[config.mk]
export PLATFORM = sky130hd
export DESIGN_NAME = ldorc_regs
export DESIGN_NICKNAME = d
export VERILOG_FILES = /design/src/ldorc_pkg.sv /design/src/ldorc_regs.sv
export SDC_FILE = /design/constraint.sdc
export NUM_CORES = 1
export LEC_CHECK = 0
export BUFFER_PORTS_ARGS = -buffer_cell sky130_fd_sc_hd__clkbuf_2
export CAP_MARGIN = 25
export CORE_UTILIZATION = 58
export DETAILED_ROUTE_END_ITERATION = 8
export GPL_TIMING_DRIVEN = 0
export PLACE_DENSITY = 0.82
export SETUP_SLACK_MARGIN = 0.4
export SLEW_MARGIN = 10
export SYNTH_ARGS = -nofsm -noshare
export SYNTH_HDL_FRONTEND = slang
export SYNTH_SLANG_ARGS = --single-unit
export TNS_END_PERCENT = 100
[constraint.sdc]
create_clock -name clk_sys -period 3.06 [get_ports clk_sys]
set_clock_uncertainty 0.2 [all_clocks]
set_input_delay 0.612 -clock clk_sys [delete_from_list [all_inputs] [get_ports clk_sys]]
set_output_delay 0.612 -clock clk_sys [all_outputs]
set_load 0.03 [all_outputs]
[src/ldorc_pkg.sv]
// constants, field layouts and carrier types of the regulator control bank
// assumes one 125 MHz clock and an AXI4-Lite master in front of the bank
package ldorc_pkg;

    // ****************************************
    // map: printed offsets are indices, byte address is four times
    // ****************************************
    localparam int         NLDO                = 3;
    localparam logic [7:0] IDX_VSEL [0:NLDO-1] = '{8'h50, 8'h54, 8'h60};
    localparam logic [7:0] IDX_CTRL [0:NLDO-1] = '{8'h51, 8'h55, 8'h61};
    localparam logic [7:0] IDX_IRQ_STS         = 8'h68;
    localparam logic [7:0] IDX_IRQ_MSK         = 8'h69;

    // ****************************************
    // fields and reset values
    // ****************************************
    localparam int         VCODE_W     = 6;
    localparam int         CTL_EN      = 7;
    localparam int         CTL_DISCHARGE = 6;
    localparam int         CTL_LOWQ    = 5;
    localparam int         CTL_DLY_LSB = 2;
    localparam int         CTL_ALLOW   = 1;
    localparam int         CTL_OK      = 0;
    localparam int         IRQ_W       = 6;
    localparam int         IRQ_FAULT   = 0;
    localparam int         IRQ_PGLOST  = 3;
    localparam logic [5:0] RST_VCODE   = 6'h00;
    localparam logic [6:0] RST_CTRL    = 7'h00;
    localparam logic [5:0] RST_IRQ     = 6'h00;
    localparam logic [1:0] RESP_OKAY   = 2'h0;
    localparam logic [1:0] RESP_SLVERR = 2'h2;

    // ****************************************
    // timing
    // ****************************************
    localparam int CLK_PERIOD_PS = 8000;
    localparam int DLY_STEP_NS   = 1000;
    localparam int DLY_STEP_CYC  = (DLY_STEP_NS * 1000) / CLK_PERIOD_PS;
    localparam int DLY_CNT_W     = 24;

    // ****************************************
    // carriers
    // ****************************************
    typedef struct packed {
        logic                 en;
        logic                 shutdown_discharge_en;
        logic                 lowq;
        logic [2:0]           dly;
        logic                 allow;
        logic [VCODE_W-1:0]   vcode;
    } ldorc_cfg_s;

    typedef struct packed {
        logic                 on;
        logic                 discharge;
        logic                 lowq;
        logic [VCODE_W-1:0]   vcode;
    } ldorc_out_s;

    typedef enum logic [1:0] {ST_OFF, ST_WAIT, ST_ON} ldorc_st_e;

endpackage

[src/ldorc_regs.sv]
// register bank and sequencing of three low-dropout regulators
// assumes AXI4-Lite master, synchronous analog status inputs
//
// The AXI4-Lite register port was decided locally.
`timescale 1ns/1ps
`default_nettype none
module ldorc_regs #(
    parameter logic [23:0] DLY_LUT [0:7] = '{
        24'h00_0000, 24'(1 * ldorc_pkg::DLY_STEP_CYC),
        24'(2 * ldorc_pkg::DLY_STEP_CYC), 24'(4 * ldorc_pkg::DLY_STEP_CYC),
        24'(8 * ldorc_pkg::DLY_STEP_CYC), 24'(16 * ldorc_pkg::DLY_STEP_CYC),
        24'(32 * ldorc_pkg::DLY_STEP_CYC), 24'(64 * ldorc_pkg::DLY_STEP_CYC)}
) (
    input  wire logic                          clk_sys,
    input  wire logic                          rst_b,
    input  wire logic [11:0]                   s_axi_awaddr,
    input  wire logic                          s_axi_awvalid,
    output logic                               s_axi_awready,
    input  wire logic [31:0]                   s_axi_wdata,
    input  wire logic [3:0]                    s_axi_wstrb,
    input  wire logic                          s_axi_wvalid,
    output logic                               s_axi_wready,
    output logic [1:0]                         s_axi_bresp,
    output logic                               s_axi_bvalid,
    input  wire logic                          s_axi_bready,
    input  wire logic [11:0]                   s_axi_araddr,
    input  wire logic                          s_axi_arvalid,
    output logic                               s_axi_arready,
    output logic [31:0]                        s_axi_rdata,
    output logic [1:0]                         s_axi_rresp,
    output logic                               s_axi_rvalid,
    input  wire logic                          s_axi_rready,
    input  wire logic [2:0]                    power_good,
    input  wire logic [2:0]                    fault,
    output ldorc_pkg::ldorc_out_s [2:0]        ldo_out,
    output logic                               irq
);

    // ****************************************
    // address decode
    // ****************************************
    function automatic logic ldorc_hit(input logic [11:0] a);
        logic h;
        h = (a[1:0] == 2'h0) && (a[11:10] == 2'h0);
        h = h && ((a[9:2] == ldorc_pkg::IDX_IRQ_STS) ||
                  (a[9:2] == ldorc_pkg::IDX_IRQ_MSK) ||
                  (a[9:2] == ldorc_pkg::IDX_VSEL[0]) ||
                  (a[9:2] == ldorc_pkg::IDX_VSEL[1]) ||
                  (a[9:2] == ldorc_pkg::IDX_VSEL[2]) ||
                  (a[9:2] == ldorc_pkg::IDX_CTRL[0]) ||
                  (a[9:2] == ldorc_pkg::IDX_CTRL[1]) ||
                  (a[9:2] == ldorc_pkg::IDX_CTRL[2]));
        return h;
    endfunction

    ldorc_pkg::ldorc_cfg_s [2:0]  cfg_q;
    ldorc_pkg::ldorc_out_s [2:0]  out_q;
    logic [5:0]                   sts_q;
    logic [5:0]                   msk_q;
    logic [5:0]                   ev;
    logic [2:0]                   pg_q;
    logic                         irq_q;
    logic                         aw_q;
    logic                         w_q;
    logic [11:0]                  awaddr_q;
    logic [31:0]                  wdata_q;
    logic [3:0]                   wstrb_q;
    logic                         bvalid_q;
    logic [1:0]                   bresp_q;
    logic                         rvalid_q;
    logic [1:0]                   rresp_q;
    logic [31:0]                  rdata_q;
    logic [31:0]                  rd_val;
    logic                         do_wr;
    logic                         wr_lane0;
    logic [7:0]                   wr_idx;
    logic                         ar_fire;

    // ****************************************
    // write channel
    // ****************************************
    // address and data are taken in either order; response after both
    assign s_axi_awready = !aw_q && !bvalid_q;
    assign s_axi_wready  = !w_q && !bvalid_q;
    assign do_wr         = aw_q && w_q;
    assign wr_idx        = awaddr_q[9:2];
    assign wr_lane0      = do_wr && wstrb_q[0] && ldorc_hit(awaddr_q);
    assign s_axi_bvalid  = bvalid_q;
    assign s_axi_bresp   = bresp_q;

    always_ff @(posedge clk_sys) begin
        if (!rst_b) begin
            aw_q     <= 1'b0;
            awaddr_q <= 12'h000;
        end else if (s_axi_awvalid && s_axi_awready) begin
            aw_q     <= 1'b1;
            awaddr_q <= s_axi_awaddr;
        end else if (do_wr) begin
            aw_q     <= 1'b0;
        end
    end

    always_ff @(posedge clk_sys) begin
        if (!rst_b) begin
            w_q     <= 1'b0;
            wdata_q <= 32'h0000_0000;
            wstrb_q <= 4'h0;
        end else if (s_axi_wvalid && s_axi_wready) begin
            w_q     <= 1'b1;
            wdata_q <= s_axi_wdata;
            wstrb_q <= s_axi_wstrb;
        end else if (do_wr) begin
            w_q     <= 1'b0;
        end
    end

    always_ff @(posedge clk_sys) begin
        if (!rst_b) begin
            bvalid_q <= 1'b0;
            bresp_q  <= ldorc_pkg::RESP_OKAY;
        end else if (do_wr) begin
            bvalid_q <= 1'b1;
            bresp_q  <= ldorc_hit(awaddr_q) ? ldorc_pkg::RESP_OKAY
                                            : ldorc_pkg::RESP_SLVERR;
        end else if (s_axi_bready) begin
            bvalid_q <= 1'b0;
        end
    end

    // ****************************************
    // read channel
    // ****************************************
    assign s_axi_arready = !rvalid_q;
    assign ar_fire       = s_axi_arvalid && !rvalid_q;
    assign s_axi_rvalid  = rvalid_q;
    assign s_axi_rresp   = rresp_q;
    assign s_axi_rdata   = rdata_q;

    always_comb begin
        rd_val = 32'h0000_0000;
        for (int i = 0; i < ldorc_pkg::NLDO; i++) begin
            if (s_axi_araddr[9:2] == ldorc_pkg::IDX_VSEL[i]) begin
                rd_val[ldorc_pkg::VCODE_W-1:0] = cfg_q[i].vcode;
            end
            if (s_axi_araddr[9:2] == ldorc_pkg::IDX_CTRL[i]) begin
                rd_val[7:1]              = cfg_q[i][12:6];
                rd_val[ldorc_pkg::CTL_OK] = power_good[i];
            end
        end
        if (s_axi_araddr[9:2] == ldorc_pkg::IDX_IRQ_STS) begin
            rd_val[5:0] = sts_q;
        end
        if (s_axi_araddr[9:2] == ldorc_pkg::IDX_IRQ_MSK) begin
            rd_val[5:0] = msk_q;
        end
        if (!ldorc_hit(s_axi_araddr)) begin
            rd_val = 32'h0000_0000;
        end
    end

    always_ff @(posedge clk_sys) begin
        if (!rst_b) begin
            rvalid_q <= 1'b0;
            rresp_q  <= ldorc_pkg::RESP_OKAY;
            rdata_q  <= 32'h0000_0000;
        end else if (ar_fire) begin
            rvalid_q <= 1'b1;
            rdata_q  <= rd_val;
            rresp_q  <= ldorc_hit(s_axi_araddr) ? ldorc_pkg::RESP_OKAY
                                                : ldorc_pkg::RESP_SLVERR;
        end else if (s_axi_rready) begin
            rvalid_q <= 1'b0;
        end
    end

    // ****************************************
    // per-regulator configuration and sequencing
    // ****************************************
    for (genvar i = 0; i < ldorc_pkg::NLDO; i++) begin : g_ldo
        ldorc_pkg::ldorc_st_e  st_q;
        logic [23:0]           cnt_q;
        logic                  on_d;

        always_ff @(posedge clk_sys) begin
            if (!rst_b) begin
                cfg_q[i].vcode <= ldorc_pkg::RST_VCODE;
            end else if (wr_lane0 && wr_idx == ldorc_pkg::IDX_VSEL[i]) begin
                cfg_q[i].vcode <= wdata_q[ldorc_pkg::VCODE_W-1:0];
            end
        end

        // bit 0 of the written byte is dropped: power-good is read-only
        always_ff @(posedge clk_sys) begin
            if (!rst_b) begin
                cfg_q[i][12:6] <= ldorc_pkg::RST_CTRL;
            end else if (wr_lane0 && wr_idx == ldorc_pkg::IDX_CTRL[i]) begin
                cfg_q[i][12:6] <= wdata_q[7:1];
            end
        end

        // turning off is immediate; turning on waits the table delay
        always_ff @(posedge clk_sys) begin
            if (!rst_b) begin
                st_q  <= ldorc_pkg::ST_OFF;
                cnt_q <= 24'h00_0000;
            end else begin
                unique case (st_q)
                    ldorc_pkg::ST_OFF: begin
                        if (cfg_q[i].en) begin
                            st_q  <= ldorc_pkg::ST_WAIT;
                            cnt_q <= DLY_LUT[cfg_q[i].dly];
                        end
                    end
                    ldorc_pkg::ST_WAIT: begin
                        if (!cfg_q[i].en) begin
                            st_q <= ldorc_pkg::ST_OFF;
                        end else if (cnt_q == 24'h00_0000) begin
                            st_q <= ldorc_pkg::ST_ON;
                        end else begin
                            cnt_q <= cnt_q - 24'h00_0001;
                        end
                    end
                    ldorc_pkg::ST_ON: begin
                        if (!cfg_q[i].en) begin
                            st_q <= ldorc_pkg::ST_OFF;
                        end
                    end
                endcase
            end
        end

        assign on_d = cfg_q[i].en && ((st_q == ldorc_pkg::ST_ON) ||
                      (st_q == ldorc_pkg::ST_WAIT && cnt_q == 24'h00_0000));

        always_ff @(posedge clk_sys) begin
            if (!rst_b) begin
                out_q[i] <= '0;
            end else begin
                out_q[i].on        <= on_d;
                out_q[i].discharge <= cfg_q[i].shutdown_discharge_en && !on_d;
                out_q[i].lowq      <= cfg_q[i].lowq;
                out_q[i].vcode     <= cfg_q[i].vcode;
            end
        end

        assign ev[ldorc_pkg::IRQ_FAULT + i]  = fault[i] && cfg_q[i].allow;
        assign ev[ldorc_pkg::IRQ_PGLOST + i] = pg_q[i] && !power_good[i];

    end

    assign ldo_out = out_q;

    // ****************************************
    // interrupt status, mask and output
    // ****************************************
    // set wins over a same-cycle write-one-to-clear
    always_ff @(posedge clk_sys) begin
        if (!rst_b) begin
            sts_q <= ldorc_pkg::RST_IRQ;
        end else if (wr_lane0 && wr_idx == ldorc_pkg::IDX_IRQ_STS) begin
            sts_q <= (sts_q & ~wdata_q[5:0]) | ev;
        end else begin
            sts_q <= sts_q | ev;
        end
    end

    always_ff @(posedge clk_sys) begin
        if (!rst_b) begin
            msk_q <= ldorc_pkg::RST_IRQ;
        end else if (wr_lane0 && wr_idx == ldorc_pkg::IDX_IRQ_MSK) begin
            msk_q <= wdata_q[5:0];
        end
    end

    // edge memory for power-good loss; starts low so reset is no event
    always_ff @(posedge clk_sys) begin
        if (!rst_b) begin
            pg_q <= 3'h0;
        end else begin
            pg_q <= power_good;
        end
    end

    always_ff @(posedge clk_sys) begin
        if (!rst_b) begin
            irq_q <= 1'b0;
        end else begin
            irq_q <= |(sts_q & msk_q);
        end
    end

    assign irq = irq_q;
endmodule // ldorc_regs
`default_nettype wire

==> out/qor.txt, run 1 <==
========================================================================================================
Critical path launch point type ...........................................................     register
N_diodes ..................................................................................            0
Initial standard-cell utilization of the core .............................................        0.595
CTS root buf ..............................................................................    clkbuf_16
Nets ......................................................................................         1416
Relative slew slack .......................................................................        0.446
Total detailed-routing wirelength ......................................................... 27100 microns
IO Port Bufs ..............................................................................           85
TritonCTS clock tree ......................................................................         done
Met2 Resource Use GR ......................................................................        0.502
Vias per Instance .........................................................................         6.08
Synth async-reset ratio ...................................................................            0
Pin count of the biggest net entering global routing ......................................           20
Number of antenna violations at the first check in global routing .........................            0
Syn Area/Cell .............................................................................   8.38 sq um
Hold buffers post-CTS .....................................................................            0
Worst skew pair latency ...................................................................       440 ps
Chain of cells forming the critical path .................................................. inv_2 > ha_4 > or3b_1 > buf_6 > or4_4 > buf_6 > o21ai_4 > buf_6 > buf_4 > a21oi_1 > a32o_1
Worst R2R Path Depth ......................................................................           11
Power per Cell Area .......................................................................  457 nW/um^2
Buffer depth of the longest clock path ....................................................            2
DR iter-0 viols ...........................................................................          991
Crit. path cell count .....................................................................           11
Hold Path Cell Cnt ........................................................................            3
Synth cell types ..........................................................................           88
Master of the slowest instance on the critical path .......................................        or4_4
Post-route clock period utilization .......................................................        0.861
Number of flops mapped to enable cells by yosys ...........................................            0
Unrepaired setup endpoints after global routing ...........................................         true
GR met1 Demand/Resource ...................................................................        0.385
Die width .................................................................................  132 microns
Total Die Area ............................................................................  17500 sq um
Count of max-cap constraint violations ....................................................            0
Hold path startpoint ...................................................................... s_axi_awaddr[2]
Number of standard cells in the final layout excluding fillers ............................         1549
Routed wirelength normalized by instance count ............................................ 17.5 microns
Run status ................................................................................ complete, no violations
Total via count after detailed routing ....................................................         9424
Endpoint kind of the worst setup timing path ..............................................     register
Core Box Area .............................................................................  16600 sq um
Number of storage elements in the synthesis netlist .......................................          195
Total routing usage reported by global routing ............................................        0.309
Most used routing layer in global routing .................................................         met2
Largest vdd supply drop ...................................................................     0.418 mV
Sinks on Clock Net ........................................................................          195
Antenna Violating Nets Remaining ..........................................................            0
Post-CTS clock slew at the launch and capture registers of the worst setup and hold paths .        70 ps
YS warnings ...............................................................................            0
Synthesis-to-layout area growth ...........................................................        16.1%
Final Instance Area .......................................................................  11400 sq um
Max H-tree Level ..........................................................................            4
Wire length of the first global-routing pass .............................................. 43500 microns
Clock buffer count from CTS ...............................................................           17
Number of endpoints failing setup at the final stage ......................................            0
Global-route congestion overflow total ....................................................            0
Worst Path Arrival ........................................................................      2770 ps
Most prevalent standard cell on the critical path .........................................        buf_6
Post-route DRC ............................................................................            0
Met3 GRT Util .............................................................................       0.0716
Post-placement cell count .................................................................         1507
Setup Total Neg Slack .....................................................................         0 ps
Max Clock Freq ............................................................................      380 MHz
Number of primary I/O pins ................................................................          142
Placed wire-length estimate after detailed placement ...................................... 18900 microns
Hold WC Path Type .........................................................................    in -> reg
Row Count .................................................................................           47
Summed instance area of the synthesized netlist ...........................................   9860 sq um
Slew at the pin closest to its max-slew limit .............................................       831 ps
Crit path kind ............................................................................   reg -> reg
Worst r2r src ............................................................................. g_ldo[0].cnt_q[1]
Cell type group with the largest total delay on the critical path ......................... simple AND/OR/NAND/NOR gates
Drt first pass iters ......................................................................            8
Number of hold-slack violations in the final timing report ................................            0
Static leakage ............................................................................      4.67 nW
CP peak stage delay .......................................................................       470 ps
Total cell area at the placement stage ....................................................  10700 sq um
Max Transition Viols Final ................................................................            0
Final GP Congestion .......................................................................        0.953
Post-route minimum period .................................................................      2640 ps
Top fanout value on the critical path .....................................................            6
Die H .....................................................................................  132 microns
Cell count after synthesis ................................................................         1177
Worst Path Required .......................................................................      3200 ps
Via count of the first global-routing pass ................................................         8953
Fraction of layout instances using a drive strength above 1 ...............................        0.177
Crit path from ............................................................................ g_ldo[0].cnt_q[1]
Most frequently used flop master after synthesis ..........................................      dfxtp_1
Worst Path Buf+Inv ........................................................................            5
Sequential fraction of the synthesis area .................................................        0.396
========================================================================================================
[worst reg2reg max path, delay by kind of cell (launching register included)]
family / cells / cell delay [ps]
fa+ha+maj: 1 / 140
compound gates: 3 / 380
flops: 1 / 320
buf+inv: 5 / 660
simple gates: 2 / 830
[cell families after synthesis]
group / after synthesis / share of synthesized area
other cells: 1 / 0.000380
mux: 39 / 0.0472
fa+ha+maj: 27 / 0.0342
flops: 195 / 0.396
simple gates: 462 / 0.246
xor+xnor: 21 / 0.0186
buf+inv: 145 / 0.0712
compound gates: 287 / 0.186
[stage by stage]
step                utilization  hold WS [ps]  worst slack (ps)  power (W)
floorplan                     -           222               510    0.00298
global placement          0.643           243              40.1    0.00310
detailed placement        0.643           245              20.4    0.00311
CTS                       0.684           177               387    0.00522
global route              0.690           190               366    0.00538
finish                    0.690           182               425    0.00523
[registers in the layout, indices dropped and copies added (netlist names), 3 cells and up]
name,count
g_ldo.cnt_q,72
cfg_q,39
ldo_out,27
awaddr_q,12
s_axi_rdata,8
wdata_q,8
g_ldo.st_q,6
msk_q,6
sts_q,6
pg_q,3
[metal layers]
| layer | routed length [microns] | vias up |
|---|---|---|
| met5 | 0 | - |
| met4 | 853 | 0 |
| met3 | 2390 | 84 |
| met2 | 12700 | 475 |
| met1 | 11100 | 4408 |
| li1 | - | 4457 |
[layout make-up]
type | count | area (sq um)
Buffer | 94 | 520
Clock buffer | 19 | 433
Clock inverter | 13 | 131
Fill cell | 1339 | 5130
Inverter | 51 | 194
Multi-Input combinational cell | 862 | 5450
Sequential cell | 195 | 3910
Tap cell | 220 | 275
Timing Repair Buffer | 95 | 533
[synthesized netlist by cell type, types with 8 or more instances]
| library cell | number | area share |
|---|---|---|
| o21ai_0 | 69 | 0.035 |
| o32ai_1 | 8 | 0.0071 |
| buf_2 | 11 | 0.0056 |
| buf_4 | 28 | 0.021 |
| o31ai_1 | 14 | 0.011 |
| a21oi_1 | 99 | 0.050 |
| clkbuf_1 | 44 | 0.017 |
| mux2i_1 | 33 | 0.033 |
| or3_1 | 15 | 0.0095 |
| or4_1 | 18 | 0.014 |
| dfxtp_1 | 195 | 0.40 |
| and2_1 | 15 | 0.0095 |
| ha_1 | 27 | 0.034 |
| a31oi_1 | 10 | 0.0063 |
| nand2_1 | 136 | 0.052 |
| xor2_1 | 15 | 0.013 |
| inv_1 | 50 | 0.019 |
| a211oi_1 | 10 | 0.0076 |
| nor4_1 | 21 | 0.013 |
| nand3_1 | 29 | 0.015 |
| nor3_1 | 31 | 0.016 |
| nor2b_1 | 15 | 0.0095 |
| nand2b_1 | 10 | 0.0063 |
| nor2_1 | 97 | 0.037 |
| nand4_1 | 17 | 0.011 |
[cells in the final DEF, fill, tap and decap left out, drive strengths merged, types with 14 or more instances in the layout]
cell type	Yosys	final
nand4	17	17
nand3	29	29
mux2i	33	33
o31ai	14	14
nor4	28	28
o21ai	74	74
inv	50	59
or3	18	18
nor3	34	34
a21oi	102	102
xor2	15	15
and2	16	16
or4	20	20
dfxtp	195	195
ha	27	27
nor2	97	97
buf	50	59
conb	1	26
clkbuf	44	149
nand2	137	137
nor2b	15	15
[worst paths after layout]
kind / slack (ps) / endpoint
worst max register to register: 420 / g_ldo[0].cnt_q[8]
worst max-delay path: 420 / g_ldo[0].cnt_q[8]
worst min-delay path: 180 / awaddr_q[2]
worst min register to register: 250 / awaddr_q[11]
[where the power goes]
| group | switching [W] | total [W] | internal, W |
|---|---|---|---|
| clock | 0.00108 | 0.00216 | 0.00108 |
| combinational | 0.000327 | 0.000473 | 0.000146 |
| sequential | 0.0000278 | 0.00260 | 0.00257 |
[what timing repair did]
action	in CTS	in global routing
pin swaps	3	4
setup buffers	5	3
endpoints found under the setup margin	34	47
gates resized for setup	13	21
cloned	2	0
Power figures use the tool's default switching activity.
==> run 2, diff against run 1 <==
--- a/config.mk
+++ b/config.mk
@@ -5,12 +5,14 @@
 export SDC_FILE = /design/constraint.sdc
 export NUM_CORES = 1
 export LEC_CHECK = 0
-export BUFFER_PORTS_ARGS = -buffer_cell sky130_fd_sc_hd__clkbuf_2
+export BUFFER_PORTS_ARGS = -buffer_cell sky130_fd_sc_hd__buf_2
 export CAP_MARGIN = 25
-export CORE_UTILIZATION = 58
+export CELL_PAD_IN_SITES_DETAIL_PLACEMENT = 0
+export CELL_PAD_IN_SITES_GLOBAL_PLACEMENT = 2
+export CORE_UTILIZATION = 34
 export DETAILED_ROUTE_END_ITERATION = 8
 export GPL_TIMING_DRIVEN = 0
-export PLACE_DENSITY = 0.82
+export PLACE_DENSITY = 0.8
 export SETUP_SLACK_MARGIN = 0.4
 export SLEW_MARGIN = 10
 export SYNTH_ARGS = -nofsm -noshare
==> run 2 against run 1 <==
  * Hold slack improved by 8.5 ps
  * Combinational power rose by 4%
  * Critical path depth did not move
  * Clock power rose by 12%
  * Utilization fell by 27 points
  * Non-clock buffer count rose by 10
  * Global-route usage fell by 11 points
  * First-iteration DRC count fell by 45%
  * Register-to-register slack improved by 20 ps
  * Sequential cell count did not move
==> out/qor.txt, run 2 (synthesis gave the netlist of run 1 again) <==
========================================================================================================
Worst Path Arrival ........................................................................      2780 ps   was 2770 ps
Hold Path Cell Cnt ........................................................................            3   unchanged
Vias per Instance .........................................................................         5.19   was 6.08
Run status ................................................................................ complete, no violations   unchanged
Final Worst Setup Slack ...................................................................       446 ps   was 425 ps
Hold WC Path Type .........................................................................    in -> reg   unchanged
Worst Path Required .......................................................................      3230 ps   was 3200 ps
Die width .................................................................................  172 microns   was 132 microns
Count of max-cap constraint violations ....................................................            0   unchanged
Top fanout value on the critical path .....................................................            6   unchanged
Utilization of the core after routing .....................................................        0.421   was 0.690
N_diodes ..................................................................................            0   unchanged
Total via count after detailed routing ....................................................         8912   was 9424
Most used routing layer in global routing .................................................         met2   unchanged
Most prevalent standard cell on the critical path .........................................        buf_6   unchanged
Power per Cell Area .......................................................................  466 nW/um^2   was 457 nW/um^2
Number of antenna violations at the first check in global routing .........................            0   unchanged
Area of the multi-input gates .............................................................   5480 sq um   was 5450 sq um
Max FFs per register ......................................................................           72   unchanged
Most frequent cells in the layout ......................................................... dfxtp_1, nand2_1, a21oi_1, nor2_1, buf_2   was dfxtp_1, nand2_1, a21oi_1, nor2_1, clkbuf_2
Total detailed-routing wirelength ......................................................... 30100 microns   was 27100 microns
Nets ......................................................................................         1426   was 1416
Initial standard-cell utilization of the core .............................................        0.350   was 0.595
Post-CTS clock slew at the launch and capture registers of the worst setup and hold paths .        90 ps   was 70 ps
FILL cells ................................................................................         2934   was 1339
Antenna Violating Nets Remaining ..........................................................            0   unchanged
Chain of cells forming the critical path .................................................. inv_4 > ha_4 > or3b_4 > buf_6 > or4_4 > buf_6 > o21ai_4 > buf_6 > buf_6 > a21oi_1 > o31ai_1   was inv_2 > ha_4 > or3b_1 > buf_6 > or4_4 > buf_6 > o21ai_4 > buf_6 > buf_4 > a21oi_1 > a32o_1
Critical path launch point type ...........................................................     register   unchanged
IO Port Bufs ..............................................................................           85   unchanged
DP Worst Slack ............................................................................     -72.1 ps   was 20.4 ps
Relative slew slack .......................................................................        0.360   was 0.446
Final GP Congestion .......................................................................        0.867   was 0.953
Worst R2R Path Depth ......................................................................           11   unchanged
Crit path kind ............................................................................   reg -> reg   unchanged
Static leakage ............................................................................      4.79 nW   was 4.67 nW
Row Count .................................................................................           61   was 47
Met3 GRT Util .............................................................................       0.0307   was 0.0716
Sinks on Clock Net ........................................................................          195   unchanged
Commonest non-fill, non-tap cell in the layout ............................................      dfxtp_1   unchanged
Number of standard cells in the final layout excluding fillers ............................         1717   was 1549
Global-route congestion overflow total ....................................................            0   unchanged
TritonCTS clock tree ......................................................................         done   unchanged
Total routing usage reported by global routing ............................................        0.203   was 0.309
Slew at the pin closest to its max-slew limit .............................................       960 ps   was 831 ps
CTS root buf ..............................................................................    clkbuf_16   unchanged
Max H-tree Level ..........................................................................            4   unchanged
Buffer depth of the longest clock path ....................................................            2   unchanged
Pin count of the biggest net entering global routing ......................................           25   was 20
Post-placement cell count .................................................................         1665   was 1507
Post-route clock period utilization .......................................................        0.854   was 0.861
Max Clock Freq ............................................................................      383 MHz   was 380 MHz
DR iter-0 viols ...........................................................................          545   was 991
GR met1 Demand/Resource ...................................................................        0.281   was 0.385
Flip-flop and latch area ..................................................................   3910 sq um   about the same
Met2 Resource Use GR ......................................................................        0.325   was 0.502
Post-route DRC ............................................................................            0   unchanged
Hold buffers post-CTS .....................................................................            0   unchanged
Number of hold-slack violations in the final timing report ................................            0   unchanged
Largest vdd supply drop ...................................................................     0.432 mV   was 0.418 mV
Total Die Area ............................................................................  29700 sq um   was 17500 sq um
Drt first pass iters ......................................................................            5   was 8
Number of primary I/O pins ................................................................          142   unchanged
Max Transition Viols Final ................................................................            0   unchanged
Worst skew pair latency ...................................................................       450 ps   was 440 ps
Die H .....................................................................................  172 microns   was 132 microns
Unrepaired setup endpoints after global routing ...........................................         true   unchanged
Synthesis-to-layout area growth ...........................................................        20.1%   was 16.1%
Post-route minimum period .................................................................      2610 ps   was 2640 ps
Endpoint kind of the worst setup timing path ..............................................     register   unchanged
Most flop-heavy register ..................................................................  g_ldo.cnt_q   unchanged
Via count of the first global-routing pass ................................................         8184   was 8953
Placed wire-length estimate after detailed placement ...................................... 21600 microns   was 18900 microns
CP peak stage delay .......................................................................       470 ps   about the same
Number of endpoints failing setup at the final stage ......................................            0   unchanged
Wire length of the first global-routing pass .............................................. 46100 microns   was 43500 microns
Routed wirelength normalized by instance count ............................................ 17.5 microns   about the same
Core Box Area .............................................................................  28200 sq um   was 16600 sq um
Clock buffer count from CTS ...............................................................           17   unchanged
Master of the slowest instance on the critical path .......................................        or4_4   unchanged
Fraction of layout instances using a drive strength above 1 ...............................        0.186   was 0.177
========================================================================================================
-- run 2: changes by cell type in the layout (fill, tap and decap cells not counted), sizes merged --
cell / change
clkinv: +1
inv: +1
clkbuf: -88
buf: +96
-- run 2: per-layer routing --
metal	vias to the layer above	wire length, microns	part of all wire
met5	-	0	0
met4	0	576	0.019
met3	32	1150	0.038
met2	186	13800	0.46
met1	4216	14600	0.48
li1	4478	-	-
-- run 2: path summary, 6_finish.rpt --
kind,end,from,slack [ps]
min reg2reg,wstrb_q[0],wstrb_q[0],260
max reg2reg,g_ldo[0].cnt_q[10],g_ldo[0].cnt_q[0],450
min,wdata_q[3],s_axi_wdata[3],190
max,g_ldo[0].cnt_q[10],g_ldo[0].cnt_q[0],450
-- run 2: stage by stage --
step / total power [W] / hold WS, ps / area [sq um] / setup TNS (ps)
floorplan: 0.00298 / 222 / 9960 / 0
global route: 0.00571 / 190 / 11800 / 0
CTS: 0.00556 / 178 / 11600 / 0
global placement: 0.00314 / 242 / 10900 / -77.3
finish: 0.00552 / 191 / 11800 / 0
detailed placement: 0.00313 / 250 / 10900 / -72.1
-- run 2: what timing repair did --
| item | CTS | global route |
|---|---|---|
| gates resized for setup | 15 | 27 |
| pin swaps | 4 | 7 |
| setup endpoints to repair | 42 | 59 |
| cloned | 2 | 0 |
| setup buffers | 8 | 10 |
-- run 2: worst max-delay path: cells and delay by family (launching register included) --
kind	cells	cell delay, ps
compound gates	3	400
buf+inv	5	610
flops	1	360
fa+ha+maj	1	120
simple gates	2	840
-- run 2: report_power, final --
group | internal (W) | switching [W] | leakage [nW]
sequential | 0.00257 | 0.0000303 | 1.58
combinational | 0.000152 | 0.000339 | 2.90
clock | 0.00116 | 0.00127 | 0.311
-- run 2: layout make-up --
type,count,area share
Buffer,94,0.0441
Clock buffer,17,0.0359
Clock inverter,15,0.0188
Inverter,51,0.0166
Multi-Input combinational cell,862,0.463
Sequential cell,195,0.330
Tap cell,378,0.0399
Timing Repair Buffer,105,0.0516
